**src/common/isa_ctl_pkg.sv**
```systemverilog
/*
 * Package for the expansion-bus control block: timing constants,
 * channel codes and the cycle state type.
 * Assumes a single 25 MHz clock domain.
 */
package isa_ctl_pkg;
	// ==========================================================
	// timing
	localparam int clk_mhz = 25;
	localparam int reset_pulse_us = 1000;
	localparam int reset_pulse_cycles = reset_pulse_us * clk_mhz;
	localparam int default_wait_cycles = 4;
	localparam int ale_cycles = 1;
	// ==========================================================
	// encodings
	localparam logic [2:0] grant_idle = 3'h4;
	localparam logic [2:0] pm_break_reset = 3'h0;
	localparam int hot_reset_bit = 0;
	localparam int reset_drive_bit = 3;
	localparam int pm_break_bits = 32;
	localparam logic [31:0] pm_break_mask_reset = 32'h0000_0000;
	localparam int req_width = 8;

	typedef enum logic [2:0] {
		st_idle,
		st_ale,
		st_cmd,
		st_done
	} cycle_state_t;

	// lowest numbered active request wins, cascade bit 4 never set
	function automatic logic [2:0] pick_channel(input logic [7:0] req);
		logic [2:0] ch;
		ch = grant_idle;
		for (int i = 7; i >= 0; i--) begin
			if (req[i] && i != 4) begin
				ch = 3'(i);
			end
		end
		return ch;
	endfunction
endpackage

```
**src/hw/isa_bus_control.sv**
```systemverilog
/*
 * Control-signal side of the expansion-bus port: cycle sequencing with
 * ready extension and zero-wait end, address strobes, terminal count,
 * DMA arbitration with encoded grant, and the strap-selected shared
 * reset / activity pin.
 * Assumes all inputs are synchronous to the 25 MHz clock; the host side
 * launches cycles with cycle_start and drives dma word-count status.
 */
// How it works
// - slave holding ready low keeps cycle open past default timer
// - address latch enable pulses while a fresh address is presented
// - address enable stays high for the whole DMA cycle
// - terminal count asserted when serviced channel count expires
// - seven request inputs, channels 0-3 and 5-7, accepted
// - grant shown as 3-bit binary winner; outside logic decodes strobes
// - no grant drives encoded value 100
// - bus-reset mode: one-millisecond reset after power-good rising
// - hot-reset bit write starts the reset pulse
// - reset-drive bit write starts the reset pulse
// - bus reset driven high while rstn is held low
// - strap sampled after power-up picks shared pin function
// - x86 mode: activity output goes active on a break event
// - break event set chosen by software mask registers 60h-63h
// - zero-wait input ends cycle before default timer expires
`timescale 1ns/1ps
module isa_bus_control
	import isa_ctl_pkg::*;
#(
	parameter int pulse_cycles = reset_pulse_cycles
) (
	input wire logic clk,
	input wire logic rstn,
	input wire logic power_good_in,
	input wire logic mode_strap,
	input wire logic cycle_start,
	input wire logic cycle_is_dma,
	output logic cycle_done,
	input wire logic channel_ready,
	input wire logic zero_wait_n,
	output logic address_latch_enable,
	output logic address_enable,
	input wire logic word_count_expired,
	output logic terminal_count,
	input wire logic [7:0] dma_request,
	input wire logic dma_grant_enable,
	output logic [2:0] encoded_dma_grant,
	input wire logic hot_reset_write,
	input wire logic [7:0] hot_reset_data,
	input wire logic clock_divisor_write,
	input wire logic [7:0] clock_divisor_data,
	input wire logic [31:0] pm_break_mask,
	input wire logic [31:0] pm_break_events,
	input wire logic pm_activity_clear,
	output logic x86_mode,
	output logic expansion_bus_reset_out,
	output logic power_mgmt_activity_out_n
);
	cycle_state_t state;
	logic [3:0] wait_count;
	logic strap_taken;
	logic pg_prev;
	logic reset_trigger;
	logic reset_active;
	logic activity;
	logic [7:0] live_req;
	logic [2:0] next_grant;

	// ==========================================================
	// strap capture
	// sampled once after release
	always_ff @(posedge clk or negedge rstn) begin
		if (!rstn) begin
			strap_taken <= 1'b0;
			x86_mode <= 1'b0;
		end else if (!strap_taken) begin
			strap_taken <= 1'b1;
			x86_mode <= mode_strap;
		end
	end

	// ==========================================================
	// cycle sequencer
	always_ff @(posedge clk or negedge rstn) begin
		if (!rstn) begin
			state <= st_idle;
			wait_count <= 4'h0;
		end else begin
			case (state)
				st_idle: begin
					if (cycle_start) begin
						state <= st_ale;
					end
				end
				st_ale: begin
					state <= st_cmd;
					wait_count <= 4'(default_wait_cycles);
				end
				st_cmd: begin
					if (wait_count != 4'h0) begin
						wait_count <= wait_count - 4'h1;
					end
					if (!zero_wait_n) begin
						state <= st_done;
					end else if (wait_count == 4'h0 && channel_ready) begin
						state <= st_done;
					end
				end
				st_done: begin
					state <= st_idle;
				end
				default: begin
					state <= st_idle;
				end
			endcase
		end
	end

	logic dma_cycle;
	always_ff @(posedge clk or negedge rstn) begin
		if (!rstn) begin
			dma_cycle <= 1'b0;
		end else if (state == st_idle && cycle_start) begin
			dma_cycle <= cycle_is_dma;
		end
	end

	// ==========================================================
	// strobes
	always_ff @(posedge clk or negedge rstn) begin
		if (!rstn) begin
			address_latch_enable <= 1'b0;
			address_enable <= 1'b0;
			cycle_done <= 1'b0;
			terminal_count <= 1'b0;
		end else begin
			address_latch_enable <= state == st_idle && cycle_start;
			address_enable <= (state == st_idle) ?
				(cycle_start && cycle_is_dma) :
				(dma_cycle && state != st_done);
			cycle_done <= state == st_cmd &&
				(!zero_wait_n || (wait_count == 4'h0 && channel_ready));
			terminal_count <= dma_cycle && state == st_cmd &&
				word_count_expired;
		end
	end

	// ==========================================================
	// DMA arbitration
	// only seven real channels
	assign live_req = dma_request & 8'hef;
	assign next_grant = pick_channel(live_req);

	always_ff @(posedge clk or negedge rstn) begin
		if (!rstn) begin
			encoded_dma_grant <= grant_idle;
		end else if (dma_grant_enable) begin
			encoded_dma_grant <= next_grant;
		end else begin
			encoded_dma_grant <= grant_idle;
		end
	end

	// ==========================================================
	// bus reset triggers
	always_ff @(posedge clk or negedge rstn) begin
		if (!rstn) begin
			// high after reset: a steady power-good is no false edge
			pg_prev <= 1'b1;
		end else begin
			pg_prev <= power_good_in;
		end
	end

	assign reset_trigger = (power_good_in && !pg_prev) ||
		(hot_reset_write && hot_reset_data[hot_reset_bit]) ||
		(clock_divisor_write && clock_divisor_data[reset_drive_bit]);

	isa_reset_timer #(
		.pulse_cycles(pulse_cycles)
	) u_timer (
		.clk(clk),
		.rstn(rstn),
		.trigger(reset_trigger),
		.active(reset_active)
	);

	// ==========================================================
	// activity latch
	// masked break events
	always_ff @(posedge clk or negedge rstn) begin
		if (!rstn) begin
			activity <= 1'b0;
		end else if (|(pm_break_events & pm_break_mask)) begin
			activity <= 1'b1;
		end else if (pm_activity_clear) begin
			activity <= 1'b0;
		end
	end

	// ==========================================================
	// shared pin
	always_ff @(posedge clk or negedge rstn) begin
		if (!rstn) begin
			expansion_bus_reset_out <= 1'b1;
			power_mgmt_activity_out_n <= 1'b1;
		end else begin
			expansion_bus_reset_out <= !x86_mode && reset_active;
			power_mgmt_activity_out_n <= !(x86_mode && activity);
		end
	end
endmodule

```
**src/hw/isa_reset_timer.sv**
```systemverilog
/*
 * Retriggerable one-shot that times the expansion-bus reset pulse.
 * Assumes trigger pulses synchronous to clk.
 */
`timescale 1ns/1ps
module isa_reset_timer
	import isa_ctl_pkg::*;
#(
	parameter int pulse_cycles = reset_pulse_cycles
) (
	input wire logic clk,
	input wire logic rstn,
	input wire logic trigger,
	output logic active
);
	logic [31:0] count;

	// ==========================================================
	// interval counter
	// retrigger restarts interval
	always_ff @(posedge clk or negedge rstn) begin
		if (!rstn) begin
			count <= 32'h0;
		end else if (trigger) begin
			count <= 32'(pulse_cycles);
		end else if (count != 32'h0) begin
			count <= count - 32'h1;
		end
	end

	always_ff @(posedge clk or negedge rstn) begin
		if (!rstn) begin
			active <= 1'b0;
		end else begin
			active <= trigger || count > 32'h1;
		end
	end
endmodule

```
**config.mk**
```make
export PLATFORM = sky130hd
export DESIGN_NAME = isa_bus_control
export DESIGN_NICKNAME = d
export VERILOG_FILES = /design/src/common/isa_ctl_pkg.sv /design/src/hw/isa_bus_control.sv /design/src/hw/isa_reset_timer.sv
export SDC_FILE = /design/constraint.sdc
export NUM_CORES = 1
export LEC_CHECK = 0
export ABC_AREA = 0
export BUFFER_PORTS_ARGS = -buffer_cell sky130_fd_sc_hd__buf_2
export CAP_MARGIN = 40
export CORE_MARGIN = 2
export CORE_UTILIZATION = 45
export DETAILED_ROUTE_END_ITERATION = 6
export PLACE_DENSITY = 0.82
export SYNTH_ARGS = -nofsm -noshare
export SYNTH_HDL_FRONTEND = slang
export SYNTH_HIERARCHICAL = 1
export SYNTH_SLANG_ARGS = --single-unit
```
**constraint.sdc**
```tcl
create_clock -name clk -period 3.7 [get_ports clk]
set_input_delay 0.74 -clock clk [delete_from_list [all_inputs] [get_ports clk]]
set_output_delay 0.74 -clock clk [all_outputs]
set_load 0.03 [all_outputs]
```
==> flow_summary_export.csv <==
group,metric,value,unit
outcome,status,"complete, no violations",
sta,worstMarginPinSlew,0.596,ns
setup_path,critical_path_class,"reg -> reg",
global_route,grt_usage,18.2,%
sta,finalCritPeriodShare,71.0,%
routing,routed_wl,6490,um
global_route,grt-ovfl-total,0,
yosys,syn-instance-count,292,
yosys,synth-main-ff-cell,"dfrtp_1",
setup_path,critPathMaxStageDelay,0.68,ns
cts,clkTransAtPathRegs,0.10,ns
cts,cts_resized,0,
sta,hold_viol_final,0,
cells_and_area,diodes,0,
cells_and_area,area_delta_synth_final,23.0,%
yosys,yosys_warnings,6,
die,start_util,46.3,%
cts,root_buffer,"clkbuf_8",
cts,clock_sinks,53,
die,dieHeight,84.6,um
yosys,ys_types,55,
power,irDropWorstVdd,273,uV
cts,clk_latency,0.31,ns
placement,place_area,3480,um^2
job,maxCapViolations,0,
cells_and_area,nets,498,
setup_path,crit_path_end_kind,"flip-flop",
cts,cts_htree_levels,2,
placement,gp_congestion,0.828,
yosys,synthArstFlopShare,100,%
yosys,yosys-top-cells-count,"49 x dfrtp_1, 25 x nor2_1, 14 x a21oi_1, 13 x nand2_1, 12 x inv_1",
setup_path,startpoint_type,"flip-flop",
die,die_area,7160,um^2
cts,cts_tree,"built",
sta,setup_viol,0,
global_route,grt_first_pass_wirelength,10800,um
cells_and_area,drive_above_1_share,34.2,%
setup_path,cp_cell_sequence,"nor4_2, and3_1, nand3_1, or4_2, a21oi_1",
yosys,synth_top_area_share,41.9,%
placement,io_buffers,95,
setup_path,crit_arrival,2.87,ns
cts,cts_buffers,5,
die,ios,111,
yosys,yosysMostFrequentCell,"dfrtp_1",
yosys,yosys.area.top_type,"dfrtp_1",
sta,fin_skew,0.00714,ns
cts,ctsHoldBuffers,0,
power,p_leak,1.65,nW
yosys,ys_ff_latch,53,
routing,ant_nets,0,
yosys,synth_area,2930,um^2
setup_path,slowest_stage,"or4_2",
sta,max_freq,380,MHz
sta,tns,0,ns
global_route,grt_max_degree,33,
die,rows,29,
cts,post_cts_buffers,0,
global_route,antenna_found_initial,0,
cells_and_area,final_cell_area,3600,um^2
yosys,synth_edf_count,0,
setup_path,required,3.95,ns
sta,rsz0062_at_grt,"no",
routing,drc,0,
die,coreArea,6310,um^2
yosys,synth.avg_cell_area,10.0,um^2
worst_hold_path,hp-class,"reg -> reg",
cts,cts.path.max_buffers,2,
yosys,synth_area_leaders,"dfrtp_1 42%, ha_1 3.8%, dfstp_2 3.6%",
routing,drt_iter0_drc,167,
yosys,seq_area_frac_synth,45.5,%
global_route,grt_pass1_vias,2451,
routing,firstDrtPassIters,4,
routing,post_drt_wl_per_cell,13.9,um
die,die_w,84.6,um
sta,finalMaxSlewViolations,0,
routing,vias,2628,
yosys,synth_nets,402,
power,powerDensity,429,nW/um^2
sta,min_period,2.63,ns
routing,vias_per_cell,5.64,
placement,dp_hpwl,4800,um
sta,max_slew_margin,60.3,%
setup_path,cp_max_fo,14,
## power by group
part | total [W] | switching, W | internal [W]
Sequential | 0.000708 | 0.0000592 | 0.000649
Combinational | 0.000430 | 0.000242 | 0.000188
Clock | 0.000403 | 0.000200 | 0.000203
## layout by cell type, fill, tap and decap left out, drive strengths merged, types with 10 or more instances in the layout
cell and instances:
dfrtp 49, buf 98, a21oi 14, xnor2 10, nor4 15, inv 12
or3 10, o21ai 11, nand2 13, or4 11, nor2 25
## metal layers
layer | vias to the layer above | track usage (%) | routed length (um)
li1 | 1297 | - | -
met1 | 1267 | 23.5 | 2820
met4 | 0 | 4.76 | 72
met3 | 9 | 3.24 | 231
met5 | - | 0 | 0
met2 | 55 | 31.7 | 3360
## flip-flops by register name (all words and copies together), names as in the netlist
signal,flops
x86_mode,1
power_mgmt_activity_out_n,1
dma_cycle,1
expansion_bus_reset_out,1
pg_prev,1
strap_taken,1
u_timer/count,32
encoded_dma_grant,3
state,2
address_latch_enable,1
cycle_done,1
terminal_count,1
wait_count,4
u_timer/active,1
address_enable,1
activity,1
## logic make-up (layout without fill, tap and decap cells)
group,after synthesis,after routing,share of synthesized area (%)
flip-flops,53,53,45.5
AO/OA/AOI/OAI,70,70,17.5
buffers and inverters,21,118,2.95
XOR/XNOR,13,13,3.89
other,1,1,0.128
adder cells (fa/ha/maj),9,9,3.85
AND/OR/NAND/NOR,119,119,24.0
multiplexers,6,6,2.22
## metrics by stage
step                      setup slack (ns)  std cells  total power (W)  hold slack, ns  utilization (%)
after detailed placement              1.11        458          0.00115           0.400             55.2
after floorplan                       1.57        292          0.00101           0.368                -
after global routing                 0.826        466          0.00164           0.442             57.0
after global placement                1.14        458          0.00113           0.384             55.2
final                                 1.07        466          0.00154           0.409             57.0
after CTS                             1.08        466          0.00156           0.415             57.0
## final cells by class
cell class	count	area, um^2
Tap cell	77	96.3
Clock buffer	5	68.8
Fill cell	583	2720
Multi-Input combinational cell	218	1510
Inverter	12	45.0
Timing Repair Buffer	98	498
Sequential cell	53	1330
Clock inverter	3	46.3
## worst paths after layout
path	slack [ns]	endpoint	start	cells after the start
min in group asynchronous	0.42	u_timer/count[19]	rstn	1
max in group asynchronous	2.48	encoded_dma_grant[2]	rstn	2
max	1.07	u_timer/count[21]	u_timer/count[6]	5
min reg2reg	0.41	power_mgmt_activity_out_n	activity	1
max reg2reg	1.07	u_timer/count[21]	u_timer/count[6]	5
min	0.41	power_mgmt_activity_out_n	activity	1
## worst max-delay path: cells and delay by family (launching register included)
kind | cells | cell delay [ns]
AND/OR/NAND/NOR | 4 | 1.94
AO/OA/AOI/OAI | 1 | 0.16
flip-flops | 1 | 0.45
Power figures use the tool's default switching activity.
